## src/nand_host_defs.svh

```systemverilog
`ifndef NAND_HOST_DEFS_SVH
`define NAND_HOST_DEFS_SVH

// Clock rate in MHz; the controller clock is 10 MHz
`define CLK_MHZ 10
// Least strobe low time and least strobe high time, in ns
`define T_STROBE_LOW_NS 20
`define T_STROBE_HIGH_NS 20
// Least time rounded up to whole cycles, never below one
`define CYC_UP(ns) ((((ns) * `CLK_MHZ + 999) / 1000) < 1 ? 1 : (((ns) * `CLK_MHZ + 999) / 1000))
`define STROBE_LOW_CYC `CYC_UP(`T_STROBE_LOW_NS)
`define STROBE_HIGH_CYC `CYC_UP(`T_STROBE_HIGH_NS)
// Idle cycles before chip select is released into standby
`define IDLE_CE_CYC 8
`define CNT_W 4
// Width of the command and address field on the bus
`define CA_W 8

`endif

```

## src/nand_host_pkg.sv

```systemverilog
package nand_host_pkg;

	typedef enum logic [1:0] {
		KIND_CMD = 2'h0,
		KIND_ADDR = 2'h1,
		KIND_WDATA = 2'h2,
		KIND_RDATA = 2'h3
	} kind_e;

	// Gray codes along idle, setup, pulse, hold
	typedef enum logic [1:0] {
		ST_IDLE = 2'h0,
		ST_SETUP = 2'h1,
		ST_PULSE = 2'h3,
		ST_HOLD = 2'h2
	} bus_state_e;

endpackage

```

## src/word_buffer.sv

```systemverilog
`timescale 1ns/100ps
module word_buffer #(
	parameter int W = 16
) (
	input wire logic clk,
	input wire logic rst,
	input wire logic in_valid,
	output logic in_ready,
	input wire logic [W-1:0] in_data,
	output logic out_valid,
	input wire logic out_ready,
	output logic [W-1:0] out_data
);
	typedef struct packed {
		logic v0;
		logic v1;
		logic [W-1:0] d0;
		logic [W-1:0] d1;
	} buf_s;

	buf_s s_r;
	buf_s s_nxt;

	always_comb begin
		logic push;
		logic pop;
		push = in_valid && !s_r.v1;
		pop = out_ready && s_r.v0;
		s_nxt = s_r;
		if (pop) begin
			s_nxt.d0 = s_r.d1;
			s_nxt.v0 = s_r.v1;
			s_nxt.v1 = 1'b0;
		end
		if (push) begin
			if (!s_nxt.v0) begin
				s_nxt.d0 = in_data;
				s_nxt.v0 = 1'b1;
			end else begin
				s_nxt.d1 = in_data;
				s_nxt.v1 = 1'b1;
			end
		end
	end

	always_ff @(posedge clk or posedge rst) begin
		if (rst) begin
			s_r <= '0;
		end else begin
			s_r <= s_nxt;
		end
	end

	assign in_ready = !s_r.v1;
	assign out_valid = s_r.v0;
	assign out_data = s_r.d0;
endmodule

```

## src/nand_host.sv

```systemverilog
// Contract
// - Commands, addresses, data share one IO_W-bit bus
// - Read strobe pulse moves one word out
// - Write strobe pulse moves one word in
// - Open-drain ready/busy, pulled high when idle
// - Bus is 8 or 16 wide, bidirectional
// - Upper byte carries data only
// - Command first, then addresses, then data; only command-first is enforced
`timescale 1ns/100ps
`include "nand_host_defs.svh"
module nand_host #(
	parameter int IO_W = 16,
	parameter bit LOCK_EN = 1'b0,
	parameter int IDLE_CE_CYC = `IDLE_CE_CYC
) (
	input wire logic clk,
	input wire logic rst,
	input wire logic req_valid,
	output logic req_ready,
	input wire logic [1:0] req_kind,
	input wire logic [IO_W-1:0] req_data,
	output logic order_err,
	input wire logic wp_allow,
	output logic rd_valid,
	input wire logic rd_ready,
	output logic [IO_W-1:0] rd_data,
	output logic ce_n,
	output logic cle,
	output logic ale,
	output logic we_n,
	output logic read_strobe_n,
	output logic wp_n,
	output logic lock_strap,
	input wire logic [IO_W-1:0] io_in,
	output logic [IO_W-1:0] io_out,
	output logic io_oe,
	input wire logic ready_busy
);
	localparam logic [`CNT_W-1:0] LOW_CYC = `CNT_W'(`STROBE_LOW_CYC);
	localparam logic [`CNT_W-1:0] HIGH_CYC = `CNT_W'(`STROBE_HIGH_CYC);
	localparam logic [`CNT_W-1:0] IDLE_CYC = `CNT_W'(IDLE_CE_CYC);

	typedef struct packed {
		nand_host_pkg::bus_state_e st;
		logic [`CNT_W-1:0] cnt;
		nand_host_pkg::kind_e kind;
		logic rdy;
		logic err;
		logic open;
		logic ce_n;
		logic cle;
		logic ale;
		logic we_n;
		logic re_n;
		logic wp_n;
		logic lock;
		logic oe;
		logic [IO_W-1:0] io;
		logic push;
		logic [IO_W-1:0] rdat;
	} host_s;

	host_s s_r;
	host_s s_nxt;
	logic buf_in_ready;

	// Commands and addresses use only the low byte; the upper lines stay low
	function automatic logic [IO_W-1:0] low_byte(input logic [IO_W-1:0] d);
		logic [IO_W-1:0] r;
		r = '0;
		r[`CA_W-1:0] = d[`CA_W-1:0];
		return r;
	endfunction

	always_comb begin
		logic go;
		go = 1'b0;
		s_nxt = s_r;
		s_nxt.err = 1'b0;
		s_nxt.push = 1'b0;
		s_nxt.wp_n = wp_allow;
		unique case (s_r.st)
			nand_host_pkg::ST_IDLE: begin
				if (req_valid && s_r.rdy) begin
					if (nand_host_pkg::kind_e'(req_kind) != nand_host_pkg::KIND_CMD
						&& !s_r.open) begin
						s_nxt.err = 1'b1;
					end else begin
						s_nxt.kind = nand_host_pkg::kind_e'(req_kind);
						s_nxt.rdy = 1'b0;
						s_nxt.ce_n = 1'b0;
						s_nxt.cnt = '0;
						s_nxt.st = nand_host_pkg::ST_SETUP;
						// Latch enables are decoded from the kind; at most one high, none for data
						s_nxt.cle = nand_host_pkg::kind_e'(req_kind) == nand_host_pkg::KIND_CMD;
						s_nxt.ale = nand_host_pkg::kind_e'(req_kind) == nand_host_pkg::KIND_ADDR;
						s_nxt.oe = nand_host_pkg::kind_e'(req_kind) != nand_host_pkg::KIND_RDATA;
						if (nand_host_pkg::kind_e'(req_kind) == nand_host_pkg::KIND_WDATA) begin
							s_nxt.io = req_data;
						end else begin
							s_nxt.io = low_byte(req_data);
						end
						if (nand_host_pkg::kind_e'(req_kind) == nand_host_pkg::KIND_CMD) begin
							s_nxt.open = 1'b1;
						end
					end
				end else if (!s_r.ce_n) begin
					if (s_r.cnt == IDLE_CYC) begin
						// Release chip select so the target drops to standby
						s_nxt.ce_n = 1'b1;
						s_nxt.open = 1'b0;
						s_nxt.cnt = '0;
					end else begin
						s_nxt.cnt = s_r.cnt + 1'b1;
					end
				end
			end
			nand_host_pkg::ST_SETUP: begin
				// Address and data cycles wait for ready; read cycles also wait for room in the buffer
				go = (s_r.kind == nand_host_pkg::KIND_CMD) || ready_busy;
				if (s_r.kind == nand_host_pkg::KIND_RDATA && !buf_in_ready) begin
					go = 1'b0;
				end
				if (go) begin
					s_nxt.st = nand_host_pkg::ST_PULSE;
					s_nxt.cnt = '0;
					if (s_r.kind == nand_host_pkg::KIND_RDATA) begin
						s_nxt.re_n = 1'b0;
					end else begin
						s_nxt.we_n = 1'b0;
					end
				end
			end
			nand_host_pkg::ST_PULSE: begin
				if (s_r.cnt + 1'b1 >= LOW_CYC) begin
					s_nxt.st = nand_host_pkg::ST_HOLD;
					s_nxt.cnt = '0;
					s_nxt.we_n = 1'b1;
					s_nxt.re_n = 1'b1;
					if (s_r.kind == nand_host_pkg::KIND_RDATA) begin
						s_nxt.rdat = io_in;
						s_nxt.push = 1'b1;
					end
				end else begin
					s_nxt.cnt = s_r.cnt + 1'b1;
				end
			end
			nand_host_pkg::ST_HOLD: begin
				if (s_r.cnt + 1'b1 >= HIGH_CYC) begin
					s_nxt.st = nand_host_pkg::ST_IDLE;
					s_nxt.cnt = '0;
					s_nxt.cle = 1'b0;
					s_nxt.ale = 1'b0;
					s_nxt.rdy = 1'b1;
				end else begin
					s_nxt.cnt = s_r.cnt + 1'b1;
				end
			end
		endcase
	end

	always_ff @(posedge clk or posedge rst) begin
		if (rst) begin
			s_r <= '0;
			s_r.st <= nand_host_pkg::ST_IDLE;
			s_r.kind <= nand_host_pkg::KIND_CMD;
			s_r.rdy <= 1'b1;
			s_r.ce_n <= 1'b1;
			s_r.we_n <= 1'b1;
			s_r.re_n <= 1'b1;
			s_r.lock <= LOCK_EN;
		end else begin
			s_r <= s_nxt;
		end
	end

	word_buffer #(
		.W(IO_W)
	) u_rd_buf (
		.clk(clk),
		.rst(rst),
		.in_valid(s_r.push),
		.in_ready(buf_in_ready),
		.in_data(s_r.rdat),
		.out_valid(rd_valid),
		.out_ready(rd_ready),
		.out_data(rd_data)
	);

	assign req_ready = s_r.rdy;
	assign order_err = s_r.err;
	assign ce_n = s_r.ce_n;
	assign cle = s_r.cle;
	assign ale = s_r.ale;
	assign we_n = s_r.we_n;
	assign read_strobe_n = s_r.re_n;
	assign wp_n = s_r.wp_n;
	assign lock_strap = s_r.lock;
	assign io_out = s_r.io;
	assign io_oe = s_r.oe;
endmodule

```

## config.mk

```make
export PLATFORM = sky130hd
export DESIGN_NAME = nand_host
export DESIGN_NICKNAME = d
export VERILOG_FILES = /design/src/nand_host_pkg.sv /design/src/word_buffer.sv /design/src/nand_host.sv
export VERILOG_INCLUDE_DIRS = /design/src /design/src/src
export SDC_FILE = /design/constraint.sdc
export NUM_CORES = 1
export LEC_CHECK = 0
export BUFFER_PORTS_ARGS = -buffer_cell sky130_fd_sc_hd__clkbuf_2
export CORE_MARGIN = 2
export CORE_UTILIZATION = 56
export CTS_BUF_LIST = sky130_fd_sc_hd__clkbuf_4 sky130_fd_sc_hd__clkbuf_8
export DETAILED_ROUTE_END_ITERATION = 8
export PLACE_DENSITY = 0.89
export SLEW_MARGIN = 20
export SYNTH_ARGS = -nofsm -noshare
export SYNTH_HDL_FRONTEND = slang
export SYNTH_SLANG_ARGS = --single-unit
```

## constraint.sdc

```tcl
create_clock -name clk -period 2.82 [get_ports clk]
set_input_delay 0.282 -clock clk [delete_from_list [all_inputs] [get_ports clk]]
set_output_delay 0.282 -clock clk [all_outputs]
set_load 0.01 [all_outputs]
```

==> flow_summary.toml <==
[pwr]
p_leak_nw = 2.27
comb_power_share = 0.298
p_switching_mw = 1.32
netSwitchingFraction = 0.339
pwr-share-seq = 0.496
vdd_drop_max_v = 0.000402
finalPower_mw = 3.88
powerDensity_mw_per_mm2 = 902
p_int_mw = 2.56
pwr-share-clk = 0.205

[clock_tree]
htree_levels = 3
clock-sinks = 85
clockBufferDepth = 2
cts_tree = "done"
cts_resized = 0
clock_latency_ns = 0.36
postCtsSetupBuffers = 0
cts_root_buffer = "clkbuf_8"
clk_pin_slew_ns = 0.09
cts_buffers = 9
hold_buffers = 1

[grt]
grt_use_total = 0.197
grt_overflow = 0
antenna_found_initial = 0
grt_pass1_vias = 2494
grt_max_degree = 52
grt_pass1_wl_mm = 11.6

[drt]
drt_first_pass_iters = 4
avgViaCountPerCell = 5.42
dr.first_iter.drc_count = 96
wl_per_cell_um = 14.9
routed-via-count = 2516
finalWirelength_mm = 6.92
ant_nets = 0
drc_errors = 0

[yosys]
avgSynthCellArea_um2 = 11.8
synth-edff-count = 0
ys_seq_elements = 85
synth_nets = 372
syn_inst = 329
synth-main-ff-cell = "dfrtp_1"
mappedNetlistArea_mm2 = 0.00389
async_flop_share = 1.00
yosysUniqueCellTypes = 41
yosysWarningCount = 0
ys_seq_area_frac = 0.548

[sta]
fmax_ghz = 0.416
slew_headroom = 0.360
finalCritPeriodShare = 0.852
setup_viol = 0
tns_ns = 0
rsz0062_at_grt = "no"
maxSlewViolCount = 0
period_needed_ns = 2.40
finalHoldViolations = 0
fin_skew_ns = 0.00936
worstMarginPinSlew_ns = 0.959

[worst_setup_path]
worstPathCellList = "inv_1 > ha_1 > inv_1 > o2111ai_4 > or4b_1 > mux2_4"
cpPeakStageDelay_ns = 0.91
path_buf_inv = 2
endpoint_kind = "flip-flop"
worst-setup-path-type = "flip-flop to flip-flop"
crit_path_max_fanout = 17
crit_arrival_ns = 2.64
cp.required_ns = 3.06
r2r_slack_ns = 0.42
crit_family = "simple AND/OR/NAND/NOR gates"
crit_top_cell = "inv_1"
cp-start-kind = "flip-flop"
critical_path.slowest_cell = "or4b_1"

[floorplan]
die_w_um = 87.3
io_pins = 83
rows = 30
initial_utilization = 0.575
core_area_mm2 = 0.00676
die_area_mm2 = 0.00762
fp.dieH_um = 87.3

[run]
cap_violations = 0

[placement]
portBuffers = 81
place_area_mm2 = 0.00411
dp_hpwl_mm = 4.89
routabilityCongestion = 0.827

[final_layout]
nets = 422
final_area_mm2 = 0.00430
drive_above_1_share = 0.411
postLayoutCoreUtil = 0.637
n_antenna_cell = 0
area_growth_pct = 10.7

[min_path]
min_path_type = "input pin to flip-flop"

[run_status]
status = "finished, final reports clean"
[power by group through the flow]
stage	sequential (mW)	clock (mW)	combinational (mW)
3_3_place_gp	1.92	0	1.12
3_5_place_dp	1.95	0	1.17
6_report	1.93	0.797	1.16
5_1_grt	1.98	0.882	1.29
2_1_floorplan	1.87	0	1.08
4_1_cts	1.92	0.824	1.17
[through the flow]
stage               hold slack, ns  std cells  worst slack (ns)
CTS                         0.0130        464             0.423
finish                      0.0272        464             0.418
floorplan                    0.313        329             0.351
global route                0.0130        464             0.309
detailed placement           0.364        447             0.426
global placement             0.347        447             0.529
[worst paths after layout]
path | start | endpoint | depth (start not counted)
min reg2reg | io_out[14] | io_out[14] | 2
max in group asynchronous | rst | s_r[16] | 4
max | s_r[46] | s_r[1] | 6
min | wp_allow | wp_n | 1
min in group asynchronous | rst | wp_n | 3
max reg2reg | s_r[46] | s_r[1] | 6
[cells by family after synthesis]
group,share of synthesized area
AO/OA/AOI/OAI,0.0866
AND/OR/NAND/NOR,0.0853
adder cells (fa/ha/maj),0.00966
buffers and inverters,0.0917
multiplexers,0.177
flip-flops,0.548
other,0.000965
[area by class of cell]
| type | count | area, µm² |
|---|---|---|
| fillers | 546 | 2450 |
| multi-input cells | 189 | 1400 |
| clock inverters | 7 | 58.8 |
| repair buffers | 85 | 450 |
| inverters | 9 | 35.0 |
| clock buffers | 9 | 124 |
| flip-flops and latches | 85 | 2130 |
| well taps | 80 | 100 |
[sequential cells by signal (all words and copies together), names as in the netlist]
name,count
order_err,1
read_strobe_n,1
req_ready,1
we_n,1
u_rd_buf.out_data,16
wp_n,1
io_oe,1
ale,1
io_out,16
cle,1
u_rd_buf.s_r,17
u_rd_buf.out_valid,1
ce_n,1
s_r,26
[Yosys cell counts (all sizes together) (2+ instances only)]
cell type	number	area [µm²]
a21oi	28	140
nand3	4	20.0
nand2	26	97.6
a211oi	2	15.0
clkbuf	8	31.3
nor3	2	10.0
ha	3	37.5
mux2	44	529
a31o	2	17.5
or2	2	12.5
mux2i	16	160
o31ai	3	22.5
o21bai	2	15.0
o21ai	12	60.1
dfstp	4	105
nor2	23	86.3
nand2b	5	31.3
inv	9	33.8
buf	38	292
dfrtp	81	2030
[layout by cell type (no fill, tap or decap), types with 8 or more instances in the layout]
cell type / count
a21oi_1: 28
clkbuf_2: 81
clkbuf_8: 9
dfrtp_1: 81
inv_1: 8
mux2_2: 35
mux2_4: 9
mux2i_1: 16
nand2_1: 26
nor2_1: 23
o21ai_0: 12
[per-layer routing]
layer	global-route usage	wire, µm
met4	0.0685	118
met2	0.320	3400
met3	0.0578	386
met5	0	0
met1	0.252	3020
Note: power is estimated with default switching activity, not from simulation.
